--- src/common/adc_pkg.sv ---
package adc_pkg;
  localparam int unsigned clock_hz = 125000000;
  localparam int unsigned result_w = 16;
  // conversion time in microseconds, nominal
  localparam int unsigned conv_time_us = 16600;
  localparam int unsigned conv_cycles = conv_time_us * (clock_hz / 1000000);
  // internal power-on reset hold, microseconds
  localparam int unsigned por_time_us = 500;
  localparam int unsigned por_cycles = por_time_us * (clock_hz / 1000000);
  // host waits the maximum conversion time before a read
  localparam int unsigned wait_time_us = 21000;
  localparam int unsigned wait_cycles = wait_time_us * (clock_hz / 1000000);
  // host shift clock half period in system cycles (80 ns period)
  localparam int unsigned sclk_half_cycles = 5;
  localparam logic [15:0] result_reset = 16'h0000;
  localparam logic [15:0] code_max = 16'hffff;
  localparam int unsigned fifo_depth = 32;
endpackage

--- src/common/adc_link_if.sv ---
interface adc_link_if;
  logic select_n;
  logic shift_clk;
  logic serial_out_line;
  logic serial_out_oe;
  modport device (
    input select_n,
    input shift_clk,
    output serial_out_line,
    output serial_out_oe
  );
  modport host (
    output select_n,
    output shift_clk,
    input serial_out_line,
    input serial_out_oe
  );
endinterface

--- src/core/adc_device.sv ---
module adc_device #(
  parameter int unsigned conv_cycles = adc_pkg::conv_cycles,
  parameter int unsigned por_cycles = adc_pkg::por_cycles
) (
  input wire logic clock,
  input wire logic rst_n,
  adc_link_if.device link,
  input wire logic signed [17:0] analog_sample,
  output logic low_power,
  output logic converting,
  output logic [15:0] held_result
);
  typedef enum logic [3:0] {
    st_reset = 4'h1,
    st_convert = 4'h2,
    st_sleep = 4'h4,
    st_output = 4'h8
  } state_e;

  state_e state_r;
  state_e state_nxt;
  logic [1:0] sel_sync_r;
  logic [1:0] clk_sync_r;
  logic sel_d_r;
  logic clk_d_r;
  logic sel_rise;
  logic clk_fall;
  logic both_low;
  logic timer_done;
  logic last_bit;
  logic [31:0] timer_r;
  logic [15:0] shift_r;
  logic [4:0] bit_cnt_r;
  logic out_r;
  logic out_nxt;

  // analog front end spans below zero and above full scale
  function automatic logic [15:0] saturate(input logic signed [17:0] v);
    if (v < 0)
      return 16'h0000;
    else if (v > 18'sh0ffff)
      return adc_pkg::code_max;
    else
      return v[15:0];
  endfunction

  // first stage read only by the second
  always_ff @(posedge clock or negedge rst_n)
  begin
    if (!rst_n)
    begin
      sel_sync_r <= 2'h3;
      clk_sync_r <= 2'h3;
      sel_d_r <= 1'b1;
      clk_d_r <= 1'b1;
    end
    else
    begin
      sel_sync_r <= {sel_sync_r[0], link.select_n};
      clk_sync_r <= {clk_sync_r[0], link.shift_clk};
      sel_d_r <= sel_sync_r[1];
      clk_d_r <= clk_sync_r[1];
    end
  end

  assign sel_rise = sel_sync_r[1] && !sel_d_r;
  assign clk_fall = !clk_sync_r[1] && clk_d_r;
  assign both_low = !sel_sync_r[1] && !clk_sync_r[1];
  assign last_bit = (bit_cnt_r == 5'h0f);
  assign timer_done = (state_r == st_reset) ? (timer_r >= por_cycles - 1)
    : (timer_r >= conv_cycles - 1);

  always_ff @(posedge clock or negedge rst_n)
  begin
    if (!rst_n)
    begin
      state_r <= st_reset;
    end
    else
    begin
      state_r <= state_nxt;
    end
  end

  always_comb
  begin
    state_nxt = state_r;
    case (state_r)
      st_reset:
      begin
        if (timer_done)
          state_nxt = st_convert;
      end
      st_convert:
      begin
        // host pins ignored: nothing cuts a conversion short
        if (timer_done)
          state_nxt = st_sleep;
      end
      st_sleep:
      begin
        if (both_low)
          state_nxt = st_output;
      end
      st_output:
      begin
        if (sel_rise)
          state_nxt = st_convert;
        else if (clk_fall && last_bit)
          state_nxt = st_convert;
      end
      default:
      begin
        state_nxt = st_reset;
      end
    endcase
  end

  // one timer serves the reset hold and the conversion, never both at once
  always_ff @(posedge clock or negedge rst_n)
  begin
    if (!rst_n)
    begin
      timer_r <= '0;
    end
    else if (state_nxt != state_r)
    begin
      timer_r <= '0;
    end
    else if (state_r == st_reset || state_r == st_convert)
    begin
      timer_r <= timer_r + 32'h00000001;
    end
  end

  always_ff @(posedge clock or negedge rst_n)
  begin
    if (!rst_n)
    begin
      held_result <= adc_pkg::result_reset;
    end
    else if (state_r == st_convert && state_nxt == st_sleep)
    begin
      held_result <= saturate(analog_sample);
    end
  end

  always_ff @(posedge clock or negedge rst_n)
  begin
    if (!rst_n)
    begin
      shift_r <= adc_pkg::result_reset;
      bit_cnt_r <= '0;
    end
    else if (state_r == st_sleep)
    begin
      // reloaded each sleeping cycle: the held word never moves meanwhile
      shift_r <= held_result;
      bit_cnt_r <= '0;
    end
    else if (state_r == st_output && clk_fall)
    begin
      shift_r <= {shift_r[14:0], 1'b0};
      bit_cnt_r <= bit_cnt_r + 5'h01;
    end
  end

  // built from next state so the registered line keeps the msb-on-entry timing
  always_comb
  begin
    if (state_nxt == st_output && state_r == st_sleep)
      out_nxt = held_result[15];
    else if (state_nxt == st_output)
      out_nxt = clk_fall ? shift_r[14] : shift_r[15];
    else
      out_nxt = (state_nxt != st_sleep);
  end

  always_ff @(posedge clock or negedge rst_n)
  begin
    if (!rst_n)
    begin
      out_r <= 1'b1;
    end
    else
    begin
      out_r <= out_nxt;
    end
  end

  assign link.serial_out_line = out_r;
  assign link.serial_out_oe = !sel_sync_r[1];
  assign low_power = (state_r == st_sleep) && sel_sync_r[1];
  assign converting = (state_r == st_convert) || (state_r == st_reset);
endmodule

--- src/flat_wrapper.sv ---
// flat-port wrapper written by rule: the top's interface ports become plain ports
module adc_device_flat 
#(
  parameter int unsigned conv_cycles = adc_pkg::conv_cycles,
  parameter int unsigned por_cycles = adc_pkg::por_cycles
)
  (clock, rst_n, analog_sample, low_power, converting, held_result, link_select_n, link_shift_clk, link_serial_out_line, link_serial_out_oe);
  adc_link_if link_i ();
  input wire logic clock;
  input wire logic rst_n;
  input wire logic signed [17:0] analog_sample;
  output logic low_power;
  output logic converting;
  output logic [15:0] held_result;
  input wire logic [$bits(link_i.select_n)-1:0] link_select_n;
  input wire logic [$bits(link_i.shift_clk)-1:0] link_shift_clk;
  output wire logic [$bits(link_i.serial_out_line)-1:0] link_serial_out_line;
  output wire logic [$bits(link_i.serial_out_oe)-1:0] link_serial_out_oe;
  assign link_i.select_n = link_select_n;
  assign link_i.shift_clk = link_shift_clk;
  assign link_serial_out_line = link_i.serial_out_line;
  assign link_serial_out_oe = link_i.serial_out_oe;
  adc_device #(.conv_cycles(conv_cycles), .por_cycles(por_cycles)) u_core (.clock(clock), .rst_n(rst_n), .link(link_i), .analog_sample(analog_sample), .low_power(low_power), .converting(converting), .held_result(held_result));
endmodule
--- config.mk ---
export PLATFORM = sky130hd
export DESIGN_NAME = adc_device_flat
export DESIGN_NICKNAME = d
export VERILOG_FILES = /design/src/common/adc_pkg.sv /design/src/common/adc_link_if.sv /design/src/core/adc_device.sv /design/src/flat_wrapper.sv
export SDC_FILE = /design/constraint.sdc
export NUM_CORES = 1
export LEC_CHECK = 0
export BUFFER_PORTS_ARGS = -buffer_cell sky130_fd_sc_hd__buf_2
export CORE_MARGIN = 8
export CORE_UTILIZATION = 53
export CTS_CLUSTER_SIZE = 16
export DETAILED_ROUTE_END_ITERATION = 7
export GPL_ROUTABILITY_DRIVEN = 1
export PLACE_DENSITY_LB_ADDON = 0.05
export SKIP_LAST_GASP = 1
export SLEW_MARGIN = 0
export SYNTH_ARGS = -nofsm -noshare
export SYNTH_HDL_FRONTEND = slang
export SYNTH_SLANG_ARGS = --single-unit
--- constraint.sdc ---
create_clock -name clock -period 2.4 [get_ports clock]
set_clock_uncertainty 0.05 [all_clocks]
set_input_delay 0.12 -clock clock [delete_from_list [all_inputs] [get_ports clock]]
set_output_delay 0.12 -clock clock [all_outputs]
set_load 0.03 [all_outputs]
; ---- Yosys cells after proc, flatten, opt, wreduce, memory -nomap -nowiden
; Cells that the tools add are included.
[classes]
multipliers = 0
eq_ne = 9
bitwise_logic = 0
div = 0
shifts = 0
reduce_logical = 14
addsub = 2
n_mux = 18
order_cmp = 4
[op_table]
columns = op, n
row1 = $mux 16, 4
row2 = $mux 32, 2
row3 = $add 32x1->32 const B, 1
row4 = $ge 32x16->1 const B, 1
row5 = $ge 32x21->1 const B, 1
row6 = $mux 4, 5
row7 = $gt 18x17->1 const B, 1
row8 = $lt 18x1->1 const B, 1
row9 = $pmux 4 s4, 1
row10 = $mux 5, 2
row11 = $eq 4x3->1 const B, 2
row12 = $eq 4x4->1 const B, 2
row13 = $logic_and 1x1->1, 8
row14 = $add 5x1->5 const B, 1
row15 = $eq 5x4->1 const B, 1
row16 = $eq 4x1->1 const B, 1
row17 = $eq 4x2->1 const B, 1
row18 = $mux 1, 4
row19 = $ne 4x3->1 const B, 1
row20 = $ne 4x4->1, 1
row21 = $reduce_bool 2->1, 2
row22 = $logic_not 1->1, 3
row23 = $logic_or 1x1->1, 1
[word_totals]
out_inout_bits = 20
mem_bits_rw = 0
mem_count = 0
latch_bits = 0
register_bits = 80
inputBits = 22
rom_bits = 0
wordCells = 57

; ---- Logic depth before layout (Yosys ltp)
[logic_depth]
ltp_word = 9
ltp_mapped = 9
mapped_depth_nobuf = 8

; ---- Worst setup path before layout
; Ideal clock, no wire load.
[synth_timing]
path_type = flip-flop to flip-flop
start = register u_core.state_r[0]
end = register u_core.timer_r[5]
slack_ns = 0.069
t_required_ns = 2.229
setup_ns = 0.121
stages_incl_launch_ff = 7
t_arrival_ns = 2.159
path_buffers = 1
period_less_slack_ns = 2.331
cell_sequence = dfstp_2 buf_2 xnor2_1 nor3_1 nand4_1 xor2_1 nor2_1
[synth_via]
word_cells_on_any_way = 15
classes_between = eq/ne: 5 / mux: 8 / reduce/logical: 2
[synth_lines]
columns = element, line_no
row1 = from (decl), adc_device.sv:20  ; state_e state_r;
row2 = from (signal assigned), adc_device.sv:77  ; state_r <= st_reset;
row3 = from (signal assigned), adc_device.sv:81  ; state_r <= state_nxt;
row4 = $eq 4x1->1 / $eq 4x2->1 (equally long branches), n/a
row5 = $logic_or 1x1->1 (*), n/a
row6 = named net converting, flat_wrapper.sv:13  ; output logic converting;
row7 = $reduce_bool 2->1 (no source line) (*), n/a
row8 = to (signal assigned), adc_device.sv:132  ; timer_r <= timer_r + 32'h00000001;
row9 = to (decl), adc_device.sv:31  ; logic [31:0] timer_r;
; Mark *: on every way through the listed nets, which the timed path passes. The rest lies on a longest branch.
; A chain may end at the register's enable or synchronous reset.

; ---- Final worst setup path
[layout_timing]
start = register u_core.timer_r[0]
end = register u_core.timer_r[17]
[layout_via]
elab_chain_len = 6
word_cells_on_any_way = 11
classes_between = add/sub: 1 / order compare: 2 / eq/ne: 1 / mux: 6 / reduce/logical: 1
[layout_lines]
columns = element, line_no
row1 = $ge 32x21->1 / $ge 32x16->1 (equally long branches), "adc_device.sv:71, adc_device.sv:70"
row2 = $mux 1, adc_device.sv:70  ; assign timer_done = (state_r == st_reset) ? (timer_r >= por_cycles - 1)
row3 = "$mux 4, on equally long branches", "adc_device.sv:97, adc_device.sv:91"
row4 = $pmux 4 s4, adc_device.sv:88  ; case (state_r)
row5 = $ne 4x4->1, adc_device.sv:126  ; else if (state_nxt != state_r)
row6 = $mux 32 / $reduce_bool 2->1 (equally long branches), n/a
; Several ways; a longest one is shown, not always the timed one. The select of a mux whose other input is x is not followed.

==> out/results.ini <==
[yosys]
syn-cell-area_mm2 = 0.00393
synth_cells = 421
ys.flop_type = dfrtp_1
synth_compound_area_share_pct = 11.0
synth_simple_gate_area_share_pct = 24.8
syn_nets = 447
yosysWarnings = 0
synth-edff-count = 0
syn_area_per_cell_um2 = 9.33
synth_top_family_by_area = simple AND/OR/NAND/NOR gates
yosysSeqAreaShare_pct = 51.2
synth-xor-area-share_pct = 7.58
synthAdderAreaFrac_pct = 1.27
synth-seq-cells = 80
ys_types = 45
synth.area.mux_share_pct = 0.765
async_reset_ff_share_pct = 100

[timing]
hold_viol = 0
setup_violations = 0
setup-tns-final_ns = 0
fmax_ghz = 0.437
worstMarginPinSlew_ns = 1.04
finalCritPeriodShare_pct = 95.3
rsz0062_at_grt = no
slew_headroom_pct = 30.6
whs_ns = 0.0162
maxSlewViolCount = 0
fin_crit_ns = 2.29

[grt]
grtUsageTotal_pct = 17.4
overflow = 0
grt_pass1_vias = 3134
antenna_found_initial = 0
grt_max_degree = 81
grt_first_pass_wirelength_um = 14500

[status]
outcome = finished, final reports clean

[job]
drv_cap = 0

[final_layout]
finalNonFillerCells = 592
stdcell_area_mm2 = 0.00475
drive_above_1_share_pct = 19.7
fin_nets = 514
synthToLayoutAreaGrowth_pct = 21.0
mostFrequentLayoutCells = dfrtp_1, nand2_1, nor2_1
n_antenna_cell = 0
fillers = 613
final_common_cell = dfrtp_1

[placement]
finalWeightedCongestion = 0.816
dpl-instance-area_mm2 = 0.00437
dp_hpwl_um = 5760
post-place-cells = 559
port_buffers = 41

[clocking]
cts_max_path_buffers = 2
h-tree-depth = 3
clock_latency_ns = 0.35
cts_tree = done
clk_pin_slew_ns = 0.08
cts-root-buf = clkbuf_8
cts_buffers = 9
clkSinkCount = 80

[setup_path]
r2r_start = u_core.timer_r[0]
ff2ff_setup_slack_ns = 0.11
worst-path-max-fanout = 32
setup.worst_path.end_class = register
critPathRequiredTime_ns = 2.63
startpoint_type = register
critPathArrivalTime_ns = 2.51
critical_path_class = register to register
critical_path.startpoint = u_core.timer_r[0]

[power_and_ir_drop]
pwr-share-seq_pct = 54.9
power_frac_comb_pct = 3.6
clkPwrFrac_pct = 41.4
p_sw_mw = 0.538
power.density_mw_per_mm2 = 521
p_sw_share_pct = 21.8
p_int_mw = 1.94
vdd_ir_drop_max_v = 0.000302
p_leak_nw = 2.23

[detailed_routing]
drtIter0Drc = 174
post-route-drc-count = 0
wl_met3_um = 318
highest_layer = met4
vias = 3206
drtPass1Iterations = 4
drt-total-wl_um = 8670
met2_length_um = 4070
wl_met1_um = 4170
via_per_inst = 5.42
wl_per_cell_um = 14.6
antenna_left = 0

[worst_hold_path]
hp-start = analog_sample[14]
hold_class = input pin to register

[die]
rows = 31
ios = 42
die_w_um = 102
coreArea_mm2 = 0.00721
dieArea_mm2 = 0.0104
die_h_um = 102
initial_core_util_pct = 54.4

-- through the flow --
step / setup slack (ns) / utilization (%) / total power, mW
2_1_floorplan: 0.0693 / - / 1.40
3_5_place_dp: 0.0441 / 60.5 / 1.46
6_report: 0.113 / 65.9 / 2.47
4_1_cts: 0.0197 / 65.7 / 2.51
5_1_grt: 0.00801 / 65.9 / 2.56
3_3_place_gp: 0.144 / 60.5 / 1.46
-- registers in the layout, indices dropped and copies added (netlist names) --
name / cells
u_core.sel_sync_r: 2
u_core.state_r: 4
u_core.sel_d_r: 1
u_core.clk_sync_r: 2
u_core.timer_r: 32
u_core.link.serial_out_line: 1
u_core.bit_cnt_r: 5
u_core.held_result: 16
u_core.shift_r: 16
u_core.clk_d_r: 1
-- per-layer routing --
metal	vias to the layer above	GRT usage (%)
met5	-	0
met3	10	3.47
met2	49	27.0
li1	1579	-
met4	0	6.43
met1	1568	23.5
-- layout make-up --
cell class / count / area, um2 / area share, %
Clock buffer: 12 / 155 / 3.26
Timing Repair Buffer: 80 / 581 / 12.2
Tap cell: 99 / 124 / 2.61
Inverter: 7 / 26.3 / 0.553
Multi-Input combinational cell: 310 / 1800 / 37.9
Sequential cell: 80 / 2010 / 42.3
Clock inverter: 4 / 51.3 / 1.08
-- final timing paths --
kind | cells past startpoint | to
worst min register to register | 0 | u_core.sel_sync_r[1]
worst max register to register | 8 | u_core.timer_r[17]
worst max-delay path | 8 | u_core.timer_r[17]
min in group asynchronous | 3 | u_core.timer_r[24]
worst min-delay path | 3 | u_core.held_result[14]
max in group asynchronous | 3 | u_core.link.serial_out_line
-- Yosys cell counts (2+ instances only) --
cell	instances	area, um2
clkbuf_1	16	60.1
nor3b_1	2	15.0
buf_2	6	30.0
dfrtp_1	72	1800
and4_1	3	26.3
or3_1	4	25.0
and3_1	5	31.3
nor2b_1	2	12.5
or4_4	2	22.5
nand2b_1	3	18.8
a21o_1	2	15.0
or4_1	2	15.0
nand3_1	10	50.1
o31ai_1	17	128
inv_1	7	26.3
o211ai_1	3	22.5
and2_1	4	25.0
a31oi_1	4	25.0
ha_1	4	50.1
xor2_1	19	166
nand4_1	10	62.6
a21oi_1	5	25.0
nor2_1	66	248
nor3_1	12	60.1
a22oi_1	14	105
nor4_1	4	25.0
xnor2_1	15	131
o21ai_0	12	60.1
nand2_1	71	267
mux2i_1	3	30.0
dfstp_2	8	210
-- worst max-delay path: stages (launching register included) --
cell and delay (ns):
dfrtp_1 0.39, ha_1 0.21, or4_1 0.41, a211oi_2 0.26, o211ai_1 0.18, a211oi_2 0.24, o2111ai_2 0.15, buf_12 0.20
nor2_1 0.12
-- power groups by stage --
stage | clock [mW] | sequential (mW) | combinational, mW
final | 1.02 | 1.36 | 0.0902
after global routing | 1.10 | 1.36 | 0.102
after CTS | 1.06 | 1.36 | 0.0923
after detailed placement | 0 | 1.39 | 0.0708
after global placement | 0 | 1.39 | 0.0703
after floorplan | 0 | 1.38 | 0.0194
-- cells by family (layout without fill, tap and decap cells) --
| logic type | Yosys count | count (layout) |
|---|---|---|
| xor gates and xnor gates | 34 | 34 |
| AOI/OAI and AO/OA | 63 | 63 |
| DFF | 80 | 80 |
| buffers and inverters | 31 | 103 |
| muxes | 3 | 3 |
| adders and majority gates | 4 | 4 |
| and+or+nand+nor | 206 | 206 |
-- what timing repair did --
| item | CTS | global route |
|---|---|---|
| buffers inserted | 0 | 0 |
| hold endpoints to repair | 88 | 0 |
| gates resized for setup | 0 | 2 |
| setup endpoints to repair | 0 | 32 |
| hold buffers | 17 | 0 |
No activity file was read; power rests on OpenSTA's default activity.
